<file path="src/core/fxd_defs.vh">
// Constants for the floating-point exception detect block: operation codes,
// condition vector layout, control word fields, bus offsets and format limits.
// Assumes inclusion by bare name from the design files of the block that use it.
`ifndef FXD_DEFS_VH
`define FXD_DEFS_VH

// Operation codes presented by the datapath.
`define FXD_OP_ADD 4'h0
`define FXD_OP_SUB 4'h1
`define FXD_OP_MUL 4'h2
`define FXD_OP_DIV 4'h3
`define FXD_OP_SQRT 4'h4
`define FXD_OP_CMP 4'h5
`define FXD_OP_CVTF 4'h6
`define FXD_OP_CVTI 4'h7
`define FXD_OP_MOVE 4'h8
`define FXD_OP_XFER 4'h9
`define FXD_OP_ABS 4'ha
`define FXD_OP_NEG 4'hb

// Condition vector bit positions.
`define FXD_C_INEXACT 0
`define FXD_C_UNDER 1
`define FXD_C_OVER 2
`define FXD_C_DIVZ 3
`define FXD_C_INVALID 4
`define FXD_C_UNIMPL 5

// Rounding mode encodings.
`define FXD_RM_NEAREST 2'h0
`define FXD_RM_ZERO 2'h1
`define FXD_RM_PLUS 2'h2
`define FXD_RM_MINUS 2'h3

// Control/status word fields.
`define FXD_CSW_RM_LSB 0
`define FXD_CSW_FLAG_LSB 2
`define FXD_CSW_EN_LSB 7
`define FXD_CSW_CAUSE_LSB 12
`define FXD_CSW_IMPRECISE 24
`define FXD_CSW_RESET 32'h00000000

// Register byte offsets.
`define FXD_ADDR_CSW 4'h0
`define FXD_ADDR_STATUS 4'h4

// Format limits and default encodings.
`define FXD_EMAX_S 13'sd127
`define FXD_EMAX_D 13'sd1023
`define FXD_EMIN_S -13'sd126
`define FXD_EMIN_D -13'sd1022
`define FXD_INF_S 64'h000000007f800000
`define FXD_INF_D 64'h7ff0000000000000
`define FXD_MAXF_S 64'h000000007f7fffff
`define FXD_MAXF_D 64'h7fefffffffffffff
`define FXD_QNAN_S 64'h000000007fbfffff
`define FXD_QNAN_D 64'h7ff7ffffffffffff
`define FXD_SIGN_S 64'h0000000080000000
`define FXD_SIGN_D 64'h8000000000000000

`endif

</file>
<file path="src/core/fxd_classify.v">
// Operand classifier: sorts one operand into zero, infinity and NaN classes.
// Assumes single values sit in the low 32 bits and double values fill all 64.
`timescale 1ns/10ps
`default_nettype none

module fxd_classify #(
    parameter SNAN_WHEN_SET = 1
) (
    input wire [63:0] val_i,
    input wire dbl_i,
    output wire sign_o,
    output wire zero_o,
    output wire inf_o,
    output wire nan_o,
    output wire snan_o
);
    wire exp_ones;
    wire exp_zero;
    wire frac_zero;
    wire qbit;

    // Field extraction for the two formats.
    assign sign_o = dbl_i ? val_i[63] : val_i[31];
    assign exp_ones = dbl_i ? (&val_i[62:52]) : (&val_i[30:23]);
    assign exp_zero = dbl_i ? ~(|val_i[62:52]) : ~(|val_i[30:23]);
    assign frac_zero = dbl_i ? ~(|val_i[51:0]) : ~(|val_i[22:0]);
    assign qbit = dbl_i ? val_i[51] : val_i[22];

    // Classes derived from the fields.
    assign zero_o = exp_zero & frac_zero;
    assign inf_o = exp_ones & frac_zero;
    assign nan_o = exp_ones & ~frac_zero;
    assign snan_o = nan_o & (SNAN_WHEN_SET != 0 ? qbit : ~qbit);
endmodule // fxd_classify

`default_nettype wire

</file>
<file path="src/core/fxd_default.v">
// Default result selector for invalid, divide-by-zero and overflow conditions; fxd_top gates only overflow by its enable.
// Assumes the datapath result is correct whenever no condition overrides it.
`timescale 1ns/10ps
`default_nettype none
`include "fxd_defs.vh"

module fxd_default (
    input wire [63:0] res_i,
    input wire dbl_i,
    input wire sign_i,
    input wire [1:0] rm_i,
    input wire invalid_i,
    input wire divz_i,
    input wire over_i,
    output reg [63:0] res_o
);
    reg [63:0] inf_v;
    reg [63:0] maxf_v;
    reg [63:0] sgn_v;
    reg to_inf;

    // Picks a quiet NaN, a signed infinity, or the rounding-mode overflow value.
    always @*
    begin
        inf_v = dbl_i ? `FXD_INF_D : `FXD_INF_S;
        maxf_v = dbl_i ? `FXD_MAXF_D : `FXD_MAXF_S;
        sgn_v = sign_i ? (dbl_i ? `FXD_SIGN_D : `FXD_SIGN_S) : 64'h0;
        case (rm_i)
            `FXD_RM_NEAREST: to_inf = 1'b1;
            `FXD_RM_ZERO: to_inf = 1'b0;
            `FXD_RM_PLUS: to_inf = ~sign_i;
            default: to_inf = sign_i;
        endcase
        if (invalid_i)
            res_o = dbl_i ? `FXD_QNAN_D : `FXD_QNAN_S;
        else if (divz_i)
            res_o = inf_v | sgn_v;
        else if (over_i)
            res_o = (to_inf ? inf_v : maxf_v) | sgn_v;
        else
            res_o = res_i;
    end
endmodule // fxd_default

`default_nettype wire

</file>
<file path="src/core/fxd_top.v">
// Exception detect block: per-operation conditions, default results and the
// control/status word.
// Assumes one datapath operation per op_valid_i pulse with its results,
// exponent and exactness inputs, and an Avalon-MM master that
// holds each request until waitrequest is low.
`timescale 1ns/10ps
`default_nettype none
`include "fxd_defs.vh"

module fxd_top #(
    parameter SNAN_WHEN_SET = 1
) (
    input wire clk_i,
    input wire rst_i,
    // Avalon-MM slave.
    input wire [3:0] avs_address_i,
    input wire avs_read_i,
    input wire avs_write_i,
    input wire [31:0] avs_writedata_i,
    input wire [3:0] avs_byteenable_i,
    output wire [31:0] avs_readdata_o,
    output wire avs_waitrequest_o,
    // Datapath operation side.
    input wire op_valid_i,
    input wire [3:0] op_code_i,
    input wire op_dbl_i,
    input wire [63:0] opa_i,
    input wire [63:0] opb_i,
    input wire [63:0] res_i,
    input wire res_sign_i,
    input wire res_nonzero_i,
    input wire signed [12:0] res_exp_i,
    input wire res_exact_i,
    input wire deliv_exact_i,
    input wire cvt_overflow_i,
    input wire cmp_signaling_i,
    input wire unimpl_i,
    // Results toward the register file and the trap logic.
    output wire done_o,
    output wire [63:0] result_o,
    output wire [5:0] cond_vec_o,
    output wire trap_o,
    output wire [1:0] rounding_mode_o
);
    // ------------------------------------------------------------------
    // Operand classification
    // ------------------------------------------------------------------
    wire a_sign;
    wire a_zero;
    wire a_inf;
    wire a_nan;
    wire a_snan;
    wire b_sign;
    wire b_zero;
    wire b_inf;
    wire b_nan;
    wire b_snan;

    fxd_classify #(
        .SNAN_WHEN_SET(SNAN_WHEN_SET)
    ) u_cls_a (
        .val_i(opa_i),
        .dbl_i(op_dbl_i),
        .sign_o(a_sign),
        .zero_o(a_zero),
        .inf_o(a_inf),
        .nan_o(a_nan),
        .snan_o(a_snan)
    );

    fxd_classify #(
        .SNAN_WHEN_SET(SNAN_WHEN_SET)
    ) u_cls_b (
        .val_i(opb_i),
        .dbl_i(op_dbl_i),
        .sign_o(b_sign),
        .zero_o(b_zero),
        .inf_o(b_inf),
        .nan_o(b_nan),
        .snan_o(b_snan)
    );

    // ------------------------------------------------------------------
    // Registers
    // ------------------------------------------------------------------
    reg [1:0] rm_r;
    reg [4:0] flag_r;
    reg [4:0] en_r;
    reg [5:0] cause_r;
    reg imprecise_r;
    reg [31:0] rdata_r;
    reg wait_r;
    reg done_r;
    reg [63:0] result_r;
    reg [5:0] cond_r;
    reg trap_r;

    // ------------------------------------------------------------------
    // Operation decode
    // ------------------------------------------------------------------
    wire is_add;
    wire is_sub;
    wire is_mul;
    wire is_div;
    wire is_sqrt;
    wire is_cmp;
    wire is_cvtf;
    wire is_cvti;
    wire is_quiet_op;
    wire is_arith;
    wire fp_result;
    wire unb_b_sign;

    // Moves and transfers raise no condition.
    assign is_add = (op_code_i == `FXD_OP_ADD);
    assign is_sub = (op_code_i == `FXD_OP_SUB);
    assign is_mul = (op_code_i == `FXD_OP_MUL);
    assign is_div = (op_code_i == `FXD_OP_DIV);
    assign is_sqrt = (op_code_i == `FXD_OP_SQRT);
    assign is_cmp = (op_code_i == `FXD_OP_CMP);
    assign is_cvtf = (op_code_i == `FXD_OP_CVTF);
    assign is_cvti = (op_code_i == `FXD_OP_CVTI);
    assign is_quiet_op = (op_code_i == `FXD_OP_MOVE) | (op_code_i == `FXD_OP_XFER);
    assign is_arith = ~is_quiet_op;
    assign fp_result = is_add | is_sub | is_mul | is_div | is_sqrt | is_cvtf;
    // Subtraction flips the second sign before the infinity sign test.
    assign unb_b_sign = is_sub ? ~b_sign : b_sign;

    // ------------------------------------------------------------------
    // Invalid operation and divide by zero
    // ------------------------------------------------------------------
    wire any_nan;
    wire inv_snan;
    wire inv_inf_sub;
    wire inv_mul;
    wire inv_div;
    wire inv_sqrt;
    wire inv_cvt;
    wire inv_cmp;
    wire det_invalid;
    wire det_divz;

    // Each source of invalid operation is checked on its own.
    assign any_nan = a_nan | b_nan;
    assign inv_snan = is_arith & (a_snan | b_snan);
    assign inv_inf_sub = (is_add | is_sub) & a_inf & b_inf & (a_sign != unb_b_sign);
    assign inv_mul = is_mul & ((a_zero & b_inf) | (a_inf & b_zero));
    assign inv_div = is_div & ((a_zero & b_zero) | (a_inf & b_inf));
    assign inv_sqrt = is_sqrt & a_sign & ~a_zero & ~a_nan;
    assign inv_cvt = is_cvti & (cvt_overflow_i | a_inf | a_nan);
    assign inv_cmp = is_cmp & any_nan & cmp_signaling_i;
    assign det_invalid = inv_snan | inv_inf_sub | inv_mul | inv_div | inv_sqrt | inv_cvt
        | inv_cmp;
    // Infinity over zero and zero over zero stay clear of this condition.
    assign det_divz = is_div & b_zero & ~a_zero & ~a_inf & ~a_nan;

    // ------------------------------------------------------------------
    // Overflow, underflow and inexact
    // ------------------------------------------------------------------
    wire special_in;
    wire range_ok;
    wire signed [12:0] emax;
    wire signed [12:0] emin;
    wire det_over;
    wire tiny;
    wire acc_loss;
    wire det_under;
    wire det_inexact;

    // Range conditions only apply to a finite, computed floating result.
    assign special_in = any_nan | a_inf | (b_inf & ~is_sqrt & ~is_cvtf);
    assign range_ok = fp_result & ~special_in & ~det_invalid & ~det_divz;
    assign emax = op_dbl_i ? `FXD_EMAX_D : `FXD_EMAX_S;
    assign emin = op_dbl_i ? `FXD_EMIN_D : `FXD_EMIN_S;
    assign det_over = range_ok & res_nonzero_i & (res_exp_i > emax);
    assign tiny = range_ok & res_nonzero_i & (res_exp_i < emin);
    assign acc_loss = ~deliv_exact_i;
    // The enable decides whether accuracy loss is needed as well.
    assign det_under = en_r[`FXD_C_UNDER] ? tiny : (tiny & acc_loss);
    // Inexact may ride along with overflow or underflow, never with the others.
    assign det_inexact = ((range_ok | (is_cvti & ~inv_cvt)) & ~res_exact_i)
        | (det_over & ~en_r[`FXD_C_OVER]);

    // ------------------------------------------------------------------
    // Condition vector and trap decision
    // ------------------------------------------------------------------
    reg [5:0] op_cond;
    wire op_trap;
    wire op_done;

    // Unimplemented suppresses the IEEE conditions; transfers raise nothing.
    always @*
    begin
        op_cond = 6'h00;
        if (unimpl_i & is_arith)
        begin
            op_cond[`FXD_C_UNIMPL] = 1'b1;
        end
        else if (is_arith)
        begin
            op_cond[`FXD_C_INVALID] = det_invalid;
            op_cond[`FXD_C_DIVZ] = det_divz;
            op_cond[`FXD_C_OVER] = det_over;
            op_cond[`FXD_C_UNDER] = det_under;
            op_cond[`FXD_C_INEXACT] = det_inexact;
        end
    end

    // Unimplemented always traps, the others only when enabled.
    assign op_trap = op_cond[`FXD_C_UNIMPL] | (|(op_cond[4:0] & en_r));
    assign op_done = op_valid_i;

    // ------------------------------------------------------------------
    // Default result
    // ------------------------------------------------------------------
    wire [63:0] dflt_res;
    wire dflt_sign;

    assign dflt_sign = is_div ? (a_sign ^ b_sign) : res_sign_i;

    fxd_default u_dflt (
        .res_i(res_i),
        .dbl_i(op_dbl_i),
        .sign_i(dflt_sign),
        .rm_i(rm_r),
        .invalid_i(op_cond[`FXD_C_INVALID]),
        .divz_i(op_cond[`FXD_C_DIVZ] | (is_div & a_inf & b_zero)),
        .over_i(op_cond[`FXD_C_OVER] & ~en_r[`FXD_C_OVER]),
        .res_o(dflt_res)
    );

    // ------------------------------------------------------------------
    // Operation outputs
    // ------------------------------------------------------------------
    // Result and condition vector leave in the same cycle.
    always @(posedge clk_i or posedge rst_i)
    begin
        if (rst_i)
        begin
            done_r <= 1'b0;
            result_r <= 64'h0;
            cond_r <= 6'h00;
        end
        else
        begin
            done_r <= op_done;
            if (op_done)
            begin
                result_r <= dflt_res;
                cond_r <= op_cond;
            end
        end
    end

    // ------------------------------------------------------------------
    // Avalon-MM slave and control/status word
    // ------------------------------------------------------------------
    wire bus_req;
    wire bus_fire;
    wire wr_csw;
    wire [31:0] csw_view;
    wire [31:0] wdata_m;
    wire [5:0] wr_cause;
    wire [4:0] wr_flag;
    wire [4:0] wr_en;
    wire flags_take;
    reg [5:0] cause_nxt;
    reg [4:0] flag_nxt;
    reg [4:0] en_nxt;

    // Requests are answered one cycle after they are first seen.
    assign bus_req = avs_read_i | avs_write_i;
    assign bus_fire = bus_req & ~wait_r;
    assign wr_csw = bus_fire & avs_write_i & (avs_address_i == `FXD_ADDR_CSW);
    // Byte enables merge the write into the present word.
    assign wdata_m = {
        avs_byteenable_i[3] ? avs_writedata_i[31:24] : csw_view[31:24],
        avs_byteenable_i[2] ? avs_writedata_i[23:16] : csw_view[23:16],
        avs_byteenable_i[1] ? avs_writedata_i[15:8] : csw_view[15:8],
        avs_byteenable_i[0] ? avs_writedata_i[7:0] : csw_view[7:0]
    };
    assign wr_cause = wdata_m[`FXD_CSW_CAUSE_LSB+5:`FXD_CSW_CAUSE_LSB];
    assign wr_flag = wdata_m[`FXD_CSW_FLAG_LSB+4:`FXD_CSW_FLAG_LSB];
    assign wr_en = wdata_m[`FXD_CSW_EN_LSB+4:`FXD_CSW_EN_LSB];
    assign csw_view = {7'h00, imprecise_r, 6'h00, cause_r, en_r, flag_r, rm_r};
    // Precise mode keeps flags for completing operations only.
    assign flags_take = op_done & (imprecise_r | ~op_trap);

    // Next cause, enable and flag values; an operation cause wins over a written one, operation flags are ORed into written flags.
    always @*
    begin
        cause_nxt = cause_r;
        en_nxt = en_r;
        flag_nxt = flag_r;
        if (wr_csw)
        begin
            cause_nxt = wr_cause;
            en_nxt = wr_en;
            flag_nxt = wr_flag;
            if (imprecise_r)
                flag_nxt = wr_flag | wr_cause[4:0];
        end
        if (op_done)
            cause_nxt = op_cond;
        if (flags_take)
            flag_nxt = flag_nxt | op_cond[4:0];
    end

    // Register file state, bus handshake and trap output.
    always @(posedge clk_i or posedge rst_i)
    begin
        if (rst_i)
        begin
            rm_r <= 2'h0;
            flag_r <= 5'h00;
            en_r <= 5'h00;
            cause_r <= 6'h00;
            imprecise_r <= 1'b0;
            rdata_r <= 32'h0;
            wait_r <= 1'b1;
            trap_r <= 1'b0;
        end
        else
        begin
            cause_r <= cause_nxt;
            en_r <= en_nxt;
            flag_r <= flag_nxt;
            if (wr_csw)
            begin
                rm_r <= wdata_m[`FXD_CSW_RM_LSB+1:`FXD_CSW_RM_LSB];
                imprecise_r <= wdata_m[`FXD_CSW_IMPRECISE];
            end
            // A written cause with its enable set traps too.
            trap_r <= cause_nxt[`FXD_C_UNIMPL] | (|(cause_nxt[4:0] & en_nxt));
            if (bus_req & wait_r)
            begin
                wait_r <= 1'b0;
                case (avs_address_i)
                    `FXD_ADDR_CSW: rdata_r <= csw_view;
                    `FXD_ADDR_STATUS: rdata_r <= {24'h0, trap_r, done_r, cond_r};
                    default: rdata_r <= 32'h0;
                endcase
            end
            else
            begin
                wait_r <= 1'b1;
            end
        end
    end

    // ------------------------------------------------------------------
    // Output wiring
    // ------------------------------------------------------------------
    assign avs_readdata_o = rdata_r;
    assign avs_waitrequest_o = wait_r;
    assign done_o = done_r;
    assign result_o = result_r;
    assign cond_vec_o = cond_r;
    assign trap_o = trap_r;
    assign rounding_mode_o = rm_r;
endmodule // fxd_top

`default_nettype wire

</file>
<file path="config.mk">
export PLATFORM = sky130hd
export DESIGN_NAME = fxd_top
export DESIGN_NICKNAME = d
export VERILOG_FILES = /design/src/core/fxd_classify.v /design/src/core/fxd_default.v /design/src/core/fxd_top.v
export VERILOG_INCLUDE_DIRS = /design/src /design/src/core
export SDC_FILE = /design/constraint.sdc
export NUM_CORES = 1
export LEC_CHECK = 0
export ABC_CLOCK_PERIOD_IN_PS = 3880
export BUFFER_PORTS_ARGS = -buffer_cell sky130_fd_sc_hd__buf_2
export CORE_AREA = 2 2 145 147
export DETAILED_ROUTE_END_ITERATION = 10
export DIE_AREA = 0 0 147 149
export GPL_TIMING_DRIVEN = 0
export PLACE_DENSITY = 0.69
export SYNTH_ARGS = -nofsm -noshare
export SYNTH_HDL_FRONTEND = slang
export SYNTH_HIERARCHICAL = 1
export SYNTH_SLANG_ARGS = --single-unit
</file>
<file path="constraint.sdc">
create_clock -name clk_i -period 3.88 [get_ports clk_i]
set_input_delay 0.388 -clock clk_i [delete_from_list [all_inputs] [get_ports clk_i]]
set_output_delay 0.388 -clock clk_i [all_outputs]
set_load 0.02 [all_outputs]
</file>
==> impl_results.md <==
* Root Buffer: clkbuf_16
* Crit path DAT at 3980 ps
* Post-route ant nets at 0
* Clock transition at path regs at 80 ps
* Layout cells sized above 1 at 0.4806
* CP endpoint kind: flop
* Leading area contributor after synthesis: dfrtp_1
* Post-Syn Area at 6681 um2
* Syn-to-layout area delta at 37.45%
* Fmax achieved at 268.7 MHz
* DR vias at 6677
* Layout Nets at 1296
* Number of flops mapped to enable cells by yosys at 0
* H-tree levels at 3
* Synth top area cells: dfrtp_1, mux2_2, o21ai_0
* Placed cell count at 1287
* Seq/Total Area, Yosys at 0.4159
* Dpl hpwl at 18330 um
* Finish-stage setup viols at 0
* CTS Sinks at 111
* GRT overflow at 0
* Starting Density at 0.3250
* Post-Layout Inst Area at 9184 um2
* Synth top area share at 0.4120
* Iter 0 DRT Violations at 287
* Routability Congestion at 0.8881
* Synth Area per Inst at 10.14 um2
* TritonCTS clock tree: yes
* Number of fill cells at 2021
* Die Wd at 147 um
* Worst clock skew at 11.60 ps
* Max Cap Viol at 0
* Final period demand of the worst path at 3722 ps
* Post-synth ARST share at 1.000
* First-pass GRT wire length at 35780 um
* Placed cell area at 8802 um2
* Initial antenna violation count at 2
* Die Y at 149 um
* Least-Margin Pin Slew at 923.9 ps
* Worst IR Drop VDD at 197.4 uV
* Routed WL at 22660 um
* Clock Latency Late Sink at 360 ps
* Worst setup SP type: input pin
* Die area at 21900 um2
* Final WS setup at 158.0 ps
* Largest net degree at the start of global routing at 72
* Yosys reg bits at 111
* Worst r2r path cells at 8
* Gr usage total at 0.2062
* Total Neg Setup Slack at 0 ps
* Pleak at 4.435 nW
* Post-CTS Hold Buffers at 0
* Pins Over Slew Limit at 0
* WP data required at 4130 ps
* # IOs at 369
* Post-synthesis cell type count at 70
* Wirelength per Cell at 17.34 um
* Std-Cell Rows at 53
* R2r setup slk at 1040 ps
* Detailed Routing Iterations Pass 1 at 4
* Critical setup path kind: in2reg
* Worst Hold Slack at 68.51 ps
* Final hold vios at 0
* Register area at 2779 um2
* Status: finished clean
* CORE AREA at 20560 um2
* Min-delay worst type: in2async
* Clk buf depth at 2
* Final worst path period share at 0.9593
* Primary FF master, synth: dfrtp_1
* Multi-input combinational cell area at 3636 um2
* Final Core Density at 0.4467
* Buffers on Ports at 340
* Reg2reg start: en_r[2]
* DRC at 0
* Reg2reg end: result_o[1]
* Unrepaired setup endpoints after global routing: yes
* Power Dens Cells at 338.4 nW/um2
* Synthesis Warnings at 6
* CTS buffer count at 9
* Number of global-route vias before repair at 6740
* Post-route insts no fill at 1307
* Via density at 5.109
* Critical path fanouts, max at 10
* Place WS at -819.9 ps
* Cells after synthesis at 659
* Max-slew headroom at 0.3757
* Total Power at 3.108 mW
## placed cells by master, fill, tap and decap left out, drive strengths merged, types with 7 or more instances in the layout
cell type / n
a22o: 12
nand2: 40
nand4: 17
buf: 367
mux2: 76
ha: 9
inv: 22
a221o: 23
o21ai: 49
clkbuf: 42
nor4: 42
nor2: 47
nor2b: 12
dfrtp: 110
a22oi: 9
nor3: 8
conb: 13
mux2i: 9
a21oi: 11
nor4b: 7
nand3b: 14
a21o: 11
## cell usage after synthesis, types with 11 or more instances
master / count
nand2_1: 40
clkbuf_1: 32
nand4_1: 17
dfrtp_1: 110
mux2_2: 76
nand3b_1: 14
a221o_1: 20
buf_4: 14
o21ai_0: 49
nor2_1: 47
nor4_1: 37
inv_1: 19
a22o_1: 12
nor2b_1: 12
a21o_1: 11
## power by group
group	leakage, nW	switching (mW)	internal (mW)
combinational	2.93	0.457	0.367
clock	0.132	0.479	0.448
sequential	1.37	0.0757	1.28
## what timing repair did
| item | 4_1_cts | 5_1_grt |
|---|---|---|
| setup endpoints to repair | 63 | 58 |
| gates resized for setup | 11 | 20 |
| setup buffers | 1 | 0 |
## sequential cells by signal, summed over array words and instances (netlist names)
signal             flops
cond_vec_o             6
cause_r                6
result_o              64
trap_o                 1
rounding_mode_o        2
done_o                 1
en_r                   5
avs_readdata_o        19
avs_waitrequest_o      1
flag_r                 5
imprecise_r            1
## worst max-delay path: stages
cell and delay (ps):
buf_2 90, nor4_1 490, and4_1 300, o2111ai_1 210
nor3_2 420, nand2_1 150, nor4_4 300, nor4b_4 100
and2_4 160, buf_4 180, nor2b_1 130, buf_2 160
a221o_1 440, a21o_1 190, mux2_2 260
## cell families (layout without fill, tap and decap cells)
logic type,Yosys count,in the layout,synth area share
mux,85,85,0.1416
buf+inv,75,434,0.05655
compound gates,154,154,0.1680
fa+ha+maj,9,9,0.01685
other cells,1,15,0.0005613
xor+xnor,2,2,0.004682
flops,111,111,0.4159
simple gates,222,222,0.1959
## worst max path at each step
stage | from | cells after the start | slack [ps] | endpoint
final | opb_i[0] | 15 | 160 | result_o[26]
after CTS | op_dbl_i | 15 | 120 | result_o[1]
after global routing | op_dbl_i | 17 | -50 | result_o[25]
after detailed placement | op_dbl_i | 17 | -820 | result_o[61]
after global placement | rst_i | 2 | -850 | avs_readdata_o[10]
after floorplan | opa_i[3] | 15 | 450 | result_o[24]
## area by class of cell
type / count / share of cell area
flip-flops and latches: 111 / 0.3026
clock buffers: 10 / 0.02493
clock inverters: 6 / 0.005722
well taps: 275 / 0.03747
multi-input cells: 485 / 0.3959
diodes: 2 / 0.0005450
inverters: 19 / 0.008038
repair buffers: 343 / 0.1899
plain buffers: 56 / 0.03488
## routing by layer
layer,vias up,routed length [um],track usage
met1,3158,10130,0.2800
met2,272,10430,0.3251
li1,3212,-,-
met4,2,440,0.06058
met3,33,1648,0.05474
met5,-,7,0
Note: power is estimated with default switching activity, not from simulation.
